`src/logic/keypad_pkg.sv`:
```
// Purpose: Shared constants and types for the keypad interrupt unit
// Assumes: APB slave with 32-bit data, one register per aligned word
// Notes:   Printed offsets are not multiples of four, so they are indices
package keypad_pkg;

  localparam int          KEY_COUNT       = 8;
  localparam int          SYNC_STAGES     = 2;
  // Register indices; the byte address is four times the index
  localparam logic [7:0]  STATUS_CTRL_IDX = 8'h1a;
  localparam logic [7:0]  PIN_ENABLE_IDX  = 8'h1b;
  localparam logic [11:0] STATUS_CTRL_ADR = {2'h0, STATUS_CTRL_IDX, 2'h0};
  localparam logic [11:0] PIN_ENABLE_ADR  = {2'h0, PIN_ENABLE_IDX, 2'h0};
  // Status/control field positions
  localparam int          MODE_BIT        = 0;
  localparam int          MASK_BIT        = 1;
  localparam int          ACK_BIT         = 2;
  localparam int          FLAG_BIT        = 3;
  // Reset values
  localparam logic [7:0]  STATUS_CTRL_RST = 8'h00;
  localparam logic [7:0]  PIN_ENABLE_RST  = 8'h00;
  // Vector address pair this unit answers to
  localparam logic [15:0] VECTOR_HI_ADR   = 16'hffe0;
  localparam logic [15:0] VECTOR_LO_ADR   = 16'hffe1;

  typedef struct packed {
    logic [KEY_COUNT-1:0] sync1;
    logic [KEY_COUNT-1:0] sync2;
    logic                 all_high;
    logic                 pending;
    logic                 ack_seen;
    logic                 mask;
    logic                 level_mode;
    logic [KEY_COUNT-1:0] pin_enable;
    logic [31:0]          prdata;
    logic                 pslverr;
  } unit_state_s;

endpackage : keypad_pkg

```
`src/logic/keypad_interrupt_unit.sv`:
```
// Purpose: Eight-input keypad interrupt unit with one shared request
// Assumes: Key pins asynchronous; CPU flags vector fetches and break state
// Notes:   Function
// Function
// - Eight key inputs, each enabled as a source on its own
// - A set pin enable also turns on that pin's pull-up
// - Latch request when enabled keys go low after all were high
// - Edge mode ignores a fall while another enabled key is low
// - Level mode holds request until acknowledged and all keys high
// - Edge mode acknowledge clears the request immediately
// - Fetch of this unit's vector acts as acknowledge
// - Writing 1 to acknowledge bit acknowledges; it reads as 0
// - Acknowledge leaves edge detection alone; later falls latch again
// - Unmasked request goes to CPU, vector at ffe0 and ffe1
// - Reset clears request and level-sense select
// - Pending flag at bit 3, independent of mask, reset clears
// - Mask bit 1 blocks the request; reset clears it
// - Level-sense select 1 means edges plus levels, 0 edges only
// - Eight pin enable bits gate inputs; reset clears them
// - Enabled pin forced input; read needs direction bit 0
// - Keeps working in wait and stop; unmasked request wakes
// - In break, written acknowledges ignored unless break clear enable set; vector fetch still acknowledges
//
// The APB interface to the registers was decided locally.
`timescale 1ns/1ps

module keypad_interrupt_unit
  import keypad_pkg::*;
#(
  parameter int N_KEYS = KEY_COUNT
)(
  // Clock and reset
  input  wire logic              core_clk,
  input  wire logic              srst,
  // APB slave
  input  wire logic              psel,
  input  wire logic              penable,
  input  wire logic              pwrite,
  input  wire logic [11:0]       paddr,
  input  wire logic [31:0]       pwdata,
  output logic                   pready,
  output logic [31:0]            prdata,
  output logic                   pslverr,
  // Key pins and port control
  input  wire logic [N_KEYS-1:0] key_inputs,
  input  wire logic [N_KEYS-1:0] port_dir_out,
  output logic [N_KEYS-1:0]      pullup_enable,
  output logic [N_KEYS-1:0]      port_force_input,
  output logic [N_KEYS-1:0]      pin_read_allowed,
  // CPU side
  input  wire logic              vector_fetch,
  input  wire logic [15:0]       fetch_addr,
  input  wire logic              break_state,
  input  wire logic              break_clear_enable,
  output logic                   cpu_irq,
  output logic                   wake_request,
  output logic                   pending_flag
);

  unit_state_s st;
  unit_state_s next_st;

  logic [N_KEYS-1:0] en_low;
  logic              any_low;
  logic              wr_sc;
  logic              wr_en;
  logic              sw_ack;
  logic              fetch_ack;
  logic              ack;
  logic              fall;

  always_comb
  begin
    en_low   = st.pin_enable & ~st.sync2;
    any_low  = |en_low;
    wr_sc    = psel && penable && pwrite && paddr == STATUS_CTRL_ADR;
    wr_en    = psel && penable && pwrite && paddr == PIN_ENABLE_ADR;
    sw_ack   = wr_sc && pwdata[ACK_BIT]
               && (!break_state || break_clear_enable);
    fetch_ack = vector_fetch
                && (fetch_addr == VECTOR_HI_ADR
                    || fetch_addr == VECTOR_LO_ADR);
    ack      = sw_ack || fetch_ack;
    // Only a first key down after all high
    fall     = any_low && st.all_high;
  end

  always_comb
  begin
    next_st = st;
    next_st.sync1    = key_inputs;
    next_st.sync2    = st.sync1;
    next_st.all_high = !any_low;
    next_st.prdata   = 32'h0;
    next_st.pslverr  = 1'b0;
    if (wr_sc)
    begin
      next_st.level_mode = pwdata[MODE_BIT];
      next_st.mask       = pwdata[MASK_BIT];
    end
    if (wr_en)
      next_st.pin_enable = pwdata[N_KEYS-1:0];
    // Latch update; a new edge wins over acknowledge
    if (!st.level_mode)
    begin
      next_st.ack_seen = 1'b0;
      if (fall)
        next_st.pending = 1'b1;
      else if (ack)
        next_st.pending = 1'b0;
    end
    else
    begin
      if (fall)
      begin
        next_st.pending  = 1'b1;
        next_st.ack_seen = 1'b0;
      end
      else if (st.pending)
      begin
        if ((ack || st.ack_seen) && !any_low)
        begin
          next_st.pending  = 1'b0;
          next_st.ack_seen = 1'b0;
        end
        else if (ack)
          next_st.ack_seen = 1'b1;
      end
    end
    // APB read data, registered during the setup cycle
    if (psel && !penable && !pwrite)
    begin
      unique case (paddr)
        STATUS_CTRL_ADR:
        begin
          next_st.prdata[FLAG_BIT] = st.pending;
          next_st.prdata[MASK_BIT] = st.mask;
          next_st.prdata[MODE_BIT] = st.level_mode;
        end
        PIN_ENABLE_ADR:
          next_st.prdata[N_KEYS-1:0] = st.pin_enable;
        default:
          next_st.pslverr = 1'b1;
      endcase
    end
    if (psel && !penable && pwrite
        && paddr != STATUS_CTRL_ADR && paddr != PIN_ENABLE_ADR)
      next_st.pslverr = 1'b1;
  end

  // Synchronous reset clears latch, mode, mask, enables
  always_ff @(posedge core_clk)
  begin
    if (srst)
    begin
      st            <= '0;
      st.mask       <= STATUS_CTRL_RST[MASK_BIT];
      st.level_mode <= STATUS_CTRL_RST[MODE_BIT];
      st.pin_enable <= PIN_ENABLE_RST;
    end
    else
      st <= next_st;
  end

  assign pready  = 1'b1;
  assign prdata  = st.prdata;
  assign pslverr = st.pslverr;
  assign pullup_enable    = st.pin_enable;
  assign port_force_input = st.pin_enable;
  assign pin_read_allowed = ~port_dir_out;
  // Masked request out, also the wake source
  assign cpu_irq      = st.pending && !st.mask;
  assign wake_request = st.pending && !st.mask;
  assign pending_flag = st.pending;
endmodule : keypad_interrupt_unit

```
`config.mk`:
```
export PLATFORM = sky130hd
export DESIGN_NAME = keypad_interrupt_unit
export DESIGN_NICKNAME = d
export VERILOG_FILES = /design/src/logic/keypad_pkg.sv /design/src/logic/keypad_interrupt_unit.sv
export SDC_FILE = /design/constraint.sdc
export NUM_CORES = 1
export LEC_CHECK = 0
export ABC_AREA = 1
export BUFFER_PORTS_ARGS = -buffer_cell sky130_fd_sc_hd__buf_2
export CAP_MARGIN = 20
export CORE_ASPECT_RATIO = 0.75
export CORE_UTILIZATION = 45
export CTS_BUF_LIST = sky130_fd_sc_hd__clkbuf_4 sky130_fd_sc_hd__clkbuf_8
export CTS_CLUSTER_SIZE = 12
export DETAILED_ROUTE_END_ITERATION = 16
export PLACE_DENSITY = 0.89
export SLEW_MARGIN = 20
export SYNTH_ARGS = -nofsm -noshare
export SYNTH_HDL_FRONTEND = slang
export SYNTH_SLANG_ARGS = --single-unit
```
`constraint.sdc`:
```
create_clock -name core_clk -period 1.91 [get_ports core_clk]
set_input_delay 0.0955 -clock core_clk [delete_from_list [all_inputs] [get_ports core_clk]]
set_output_delay 0.0955 -clock core_clk [all_outputs]
set_load 0.1 [all_outputs]
```
==> run metrics, run 1 <==
XOR/XNOR share of the synthesized area 0%; CTS hold repair buffers 0; Core Box Area 4079 µm²; pin count of the biggest net entering global routing 20; dominant synthesized flop cell dfxtp_1; mux cell area share after synthesis 0%; H-tree depth 2; hpwl dp between 2 and 3 mm; worst-path fanout max 5; fillcell total around 420; number of global-route vias before repair between 1,000 and 1,500; post-layout util 55.18%; startpoint type of the worst setup path register; register area share after synthesis 39.45%; most common cell after layout, fill and taps aside buf_2; most frequent cells in the layout buf_2 (94), inv_1 (51), nor2_1 (37), dfxtp_1 (37), nand2_1 (35); CTS buffer count 5; slowest stage delay, CP roughly 420 ps; max-slew violation count 0; Die Ht around 60 µm; Setup-failing EPs final 0; Clock Latency Late Sink about 280 ps; # diodes 0; CTS tree yes; Clock Path Buffers 2; Mapped Area between 1500 and 2000 µm²; die area between 4000 and 5000 µm²; Clock Skew between 3 and 4 ps; WS Path Type register to primary output; via count approximately 1,600; crit-path cells inv_1 > nor2_4 > buf_2; fin nets 420; area of the multi-input gates approximately 670 µm²; Register Area approximately 760 µm²; Compound-Gate Fraction of Synth Area 8.825%; die width 77.59 µm; Peak VDD IR 373.4 µV; Vias/cell ~4; library cells used by synthesis 27; maxcap violations 0; setup slack, reg-to-reg around 720 ps; DRC Markers 0; first-pass iteration count of the detailed router 4; Warnings, synthesis 0; gpl congestion around 0.72; Fin. Hold Viols 0; Syn-to-layout area delta 16.74%; Post-CTS Setup Inserts 0; CP endpoint kind primary output; Critical Path RT approximately 1800 ps; slowest CP cell buf_2; Reg clk slew, reported paths approximately 70 ps; Adder-Cell Fraction of Synth Area 0%; unrepaired setup endpoints after global routing false; setup TNS 0 ps; Site Rows 20; Synth Instances 265; antenna violations before repair 0; layout cells sized above 1 33.63%; IO Port Bufs 94; root buf cell clkbuf_8; Post-Route WL 3.401 mm; outcome finished clean; Post-synth EDFFs 0; routed len/inst 8.698 µm; Initial Util between 40 and 50%; Crit path arrival time between 1000 and 1500 ps; Antenna Nets Post-Route 0; Starting DRT DRC Count between 50 and 60; Simple-Gate Fraction of Synth Area 20.57%; min Tclk post-route between 1000 and 1500 ps; Avg Inst Size Synth a little over 7 µm²; io pins roughly 150; total clock sinks 38; fmax ~0.75 GHz; Final Cycle Share a little over two thirds; P_leak between 1 and 1.5 nW; main combinational cell family by area after synthesis buffers and inverters; first-pass GRT wire length 5.568 mm; Hold Path Class input port to register; fraction of registers with async set/reset 0%; post-cts gate resize count 0; GR Util All Layers 15.76%; Pwr per Cell Area 765.1 nW/µm²; gr ovfl total 0; FF+latch count, synth 38
[synthesized netlist by cell type (2+ instances only)]
master    count  area share (%)
conb_1        2            0.39
nor2_1       38             7.4
dfxtp_1      38              39
buf_4        50              19
nand2_1      35             6.8
o21ai_1       4             1.0
nand4_1       5             1.6
clkbuf_1      3            0.58
a21oi_1      12             3.1
nand3_1       2            0.52
o32ai_1       3             1.4
o21ai_0       7             1.8
nor2_4        2             1.2
inv_1        51             9.9
[final timing paths]
check,startpoint,endpoint,cells past startpoint
max,pending_flag$_SDFFE_PP0P_,wake_request,3
min,key_inputs[5],next_st[51]$_SDFF_PP0_,3
max reg2reg,port_force_input[6]$_SDFFE_PP0P_,pending_flag$_SDFFE_PP0P_,9
min reg2reg,next_st[53]$_SDFF_PP0_,st[53]$_SDFF_PP0_,2
[state kept, by name, indices dropped and copies added (netlist names)]
name	count
st	12
next_st	8
port_force_input	8
prdata	8
pending_flag	1
pslverr	1
[where the power goes]
| part | leakage, nW | total [mW] | switching [mW] | internal, mW |
|---|---|---|---|---|
| logic | 0.865 | 0.414 | 0.345 | 0.0690 |
| clock network | 0.0438 | 0.494 | 0.250 | 0.244 |
| registers | 0.311 | 0.814 | 0.00410 | 0.810 |
[cell families (layout without fill, tap and decap cells)]
logic type / after synthesis / count (layout)
AOI/OAI and AO/OA: 30 / 30
DFF: 38 / 38
other: 2 / 25
and+or+nand+nor: 89 / 89
buffers and inverters: 106 / 154
[final cells by class]
| type | instances | area share [%] |
|---|---|---|
| Tap cell | 55 | 3.057 |
| Multi-Input combinational cell | 144 | 29.68 |
| Sequential cell | 38 | 33.85 |
| Clock inverter | 2 | 0.4447 |
| Clock buffer | 5 | 3.057 |
| Timing Repair Buffer | 95 | 21.23 |
| Inverter | 52 | 8.671 |
[worst max-delay path: cells and delay by family, from the launching register on]
| family | cells | cell delay, ps |
|---|---|---|
| flops | 1 | 340 |
| buf+inv | 2 | 530 |
| simple gates | 1 | 100 |
[metal layers]
metal	global-route usage, %	wire (µm)	up-vias
met3	4.651	175	6
met4	7.008	54	0
li1	-	-	865
met5	0	0	-
met1	17.88	1541	679
met2	27.94	1630	51
[stage by stage]
| step | setup slack, ps | hold slack, ps | total power [mW] | cells | instance area, µm² |
|---|---|---|---|---|---|
| finish | 572.8 | 14.21 | 1.722 | 391 | 2251 |
| detailed placement | 652.5 | 302.7 | 1.247 | 384 | 2172 |
| floorplan | 35.67 | 202.5 | 1.207 | 288 | 2023 |
| global placement | 674.8 | 300.3 | 1.242 | 384 | 2172 |
| CTS | 558.7 | 7.386 | 1.737 | 391 | 2251 |
| global route | 498.7 | 10.07 | 1.799 | 391 | 2251 |
(Power assumes the default switching activity.)
==> run 2: changes to the inputs <==
--- a/config.mk
+++ b/config.mk
@@ -9,11 +9,11 @@
 export BUFFER_PORTS_ARGS = -buffer_cell sky130_fd_sc_hd__buf_2
 export CAP_MARGIN = 20
 export CORE_ASPECT_RATIO = 0.75
-export CORE_UTILIZATION = 45
+export CORE_UTILIZATION = 37
 export CTS_BUF_LIST = sky130_fd_sc_hd__clkbuf_4 sky130_fd_sc_hd__clkbuf_8
 export CTS_CLUSTER_SIZE = 12
 export DETAILED_ROUTE_END_ITERATION = 16
-export PLACE_DENSITY = 0.89
+export PLACE_DENSITY = 0.78
 export SLEW_MARGIN = 20
 export SYNTH_ARGS = -nofsm -noshare
 export SYNTH_HDL_FRONTEND = slang
==> constraint.sdc (replaced) <==
create_clock -name core_clk -period 1.1 [get_ports core_clk]
set_input_delay 0.055 -clock core_clk [delete_from_list [all_inputs] [get_ports core_clk]]
set_output_delay 0.055 -clock core_clk [all_outputs]
set_load 0.1 [all_outputs]
==> run 2 against run 1 <==
  * The flow now finishes with violations (negative setup slack)
  * Non-clock buffer count increased by 28
  * Wire length increased by 17%
  * Critical path type is now register to register
  * Clock-buffer cell count increased by 3
==> run metrics, run 2 (synthesis results as in run 1) <==
most flop-heavy register st; gr ovfl total 0 (unchanged); unrepaired setup endpoints after global routing true; IO Port Bufs 94 (unchanged); hpwl dp 3.280 mm (+15%); WHS Endpoint port_force_input[7]$_SDFFE_PP0P_; Post-Route WL 3.988 mm (+17%); Place WS -157.1 ps (-809.6 ps); CP endpoint kind register; fin nets 448 (+6.7%); root buf cell clkbuf_8; worst-path fanout max 3 (-2); P_leak 1.428 nW (+17%); Hold Slack 45.78 ps (+31.56 ps); io pins 145 (unchanged); Initial Util 38.91% (-8.4 points); most common cell after layout, fill and taps aside buf_2; Pwr per Cell Area 1127 nW/µm² (+47%); fmax around 0.87 GHz; number of global-route vias before repair 1,498 (+11%); Vias/cell 4.024 (-1.7%); min Tclk post-route 1146 ps; Hold Path Class input port to register; first-pass GRT wire length 6.244 mm (+12%); antenna violations before repair 0 (unchanged); Peak VDD IR 511.0 µV (+37%); CTS buffer count 5 (unchanged); Site Rows 22 (+10%); Die Ht 64.52 µm (+9.9%); most frequent cells in the layout buf_2 (68), inv_1 (49), nor2_1 (37); WS Path Type register to register; Clock Skew 3.766 ps (-0.1382 ps); Core Box Area 4955 µm² (+21%); die width 85.36 µm (+10%); Clock Path Buffers 2 (unchanged); Starting DRT DRC Count 37 (-27%); gpl congestion 0.8324 (+15%); routed len/inst 9.384 µm (+7.9%); Fin. Hold Viols 0 (unchanged); layout cells sized above 1 38.63% (+5.0 points); Finished Cell Area 2889 µm² (+28%); setup slack, reg-to-reg -50 ps (-770 ps); pin count of the biggest net entering global routing 20 (unchanged); PnR worst setup slack -45.65 ps (-618.4 ps); Setup-failing EPs final 2 (+2); placed cell areas 2664 µm² (+23%); fillcell total 444 (+6.5%); DRC Markers 0 (unchanged); Crit path arrival time 1310 ps (+70 ps); max-slew violation count 0 (unchanged); Final Cycle Share 104.1%; H-tree depth 2 (unchanged); Hold Path Cell Cnt 3 (unchanged); Reg clk slew, reported paths 70 ps (about the same); maxcap violations 0 (unchanged); startpoint type of the worst setup path register; first-pass iteration count of the detailed router 4 (unchanged); outcome finished, violations left; capture point of the worst reg-to-reg path st[43]$_SDFFE_PP0P_; Clock Latency Late Sink 290 ps (about the same); via count 1,710 (+6.8%); total clock sinks 38 (unchanged); GR Util All Layers 14.85% (-0.91 points); failing checks negative setup slack; CTS tree yes; max reg flops 12 (unchanged); Syn-to-layout area delta 49.84%; worst r2r path cells 7 (-2); # diodes 0 (unchanged); hold path start pwdata[7]; Critical Path RT 1270 ps (-540 ps); die area 5507 µm² (+21%); Antenna Nets Post-Route 0 (unchanged); RR Startpoint port_force_input[2]$_SDFFE_PP0P_
run 2: cell count changes in the layout (fill, tap and decap cells not counted), sizes merged:
cell | previous run | this run
clkbuf | 5 | 11
clkinv | 2 | 0
dlygate4sd3 | 0 | 8
buf | 95 | 112
run 2: critical path, stage by stage (launching register included):
cell	delay [ps]
dfxtp_1	330
nand2_1	70
nand2_1	40
nor2_1	110
nand2_1	90
buf_4	150
o211ai_1	170
a31oi_1	60
run 2: area by class of cell:
| class | instances | area, µm² | area share, % |
|---|---|---|---|
| Timing Repair Buffer | 123 | 1061 | 36.73 |
| Inverter | 52 | 200.2 | 6.929 |
| Multi-Input combinational cell | 144 | 674.4 | 23.34 |
| Clock buffer | 8 | 110.1 | 3.811 |
| Tap cell | 60 | 75.07 | 2.599 |
| Sequential cell | 38 | 768.2 | 26.59 |
run 2: metrics by stage:
| stage | total power [mW] | TNS (ps) | util, % | cells |
|---|---|---|---|---|
| 2_1_floorplan | 2.093 | -507.3 | - | 288 |
| 3_3_place_gp | 2.169 | -468.1 | 53.76 | 407 |
| 3_5_place_dp | 2.177 | -1097 | 53.76 | 407 |
| 4_1_cts | 3.284 | -77.77 | 57.75 | 424 |
| 5_1_grt | 3.390 | -326.4 | 58.31 | 425 |
| 6_report | 3.257 | -65.18 | 58.31 | 425 |
run 2: timing repair:
action / CTS / global route
gates cloned: 0 / 0
resized for setup: 0 / 10
setup buffers: 1 / 1
endpoints found under the setup margin: 4 / 7
hold endpoints to repair: 8 / 0
hold buffers: 8 / 0
pin swaps: 6 / 3
run 2: how the worst max path moves through the flow:
| stage | from | to | slack, ps |
|---|---|---|---|
| 6_report | port_force_input[2]$_SDFFE_PP0P_ | st[43]$_SDFFE_PP0P_ | -50 |
| 5_1_grt | st[48]$_SDFF_PP0_ | pending_flag$_SDFFE_PP0P_ | -130 |
| 4_1_cts | st[53]$_SDFF_PP0_ | pending_flag$_SDFFE_PP0P_ | -40 |
| 3_5_place_dp | paddr[1] | st[41]$_SDFFE_PP0N_ | -160 |
| 3_3_place_gp | paddr[1] | pending_flag$_SDFFE_PP0P_ | -100 |
| 2_1_floorplan | pending_flag$_SDFFE_PP0P_ | wake_request | -360 |
run 2: metal layers:
metal  up-vias  share of wire, %  global-route usage [%]
li1        922                 -                       -
met1       727                42                   15.94
met2        51                50                   26.61
met3        10               4.7                   3.567
met4         0               2.7                   9.167
met5         -                 0                       0
run 2: power breakdown:
| part | internal (mW) | switching, mW | leakage (nW) | total, mW |
|---|---|---|---|---|
| Combinational | 0.151 | 0.609 | 1.06 | 0.759 |
| Sequential | 1.40 | 0.00746 | 0.312 | 1.41 |
| Clock | 0.632 | 0.453 | 0.0575 | 1.09 |
| Total | 2.19 | 1.07 | 1.43 | 3.26 |
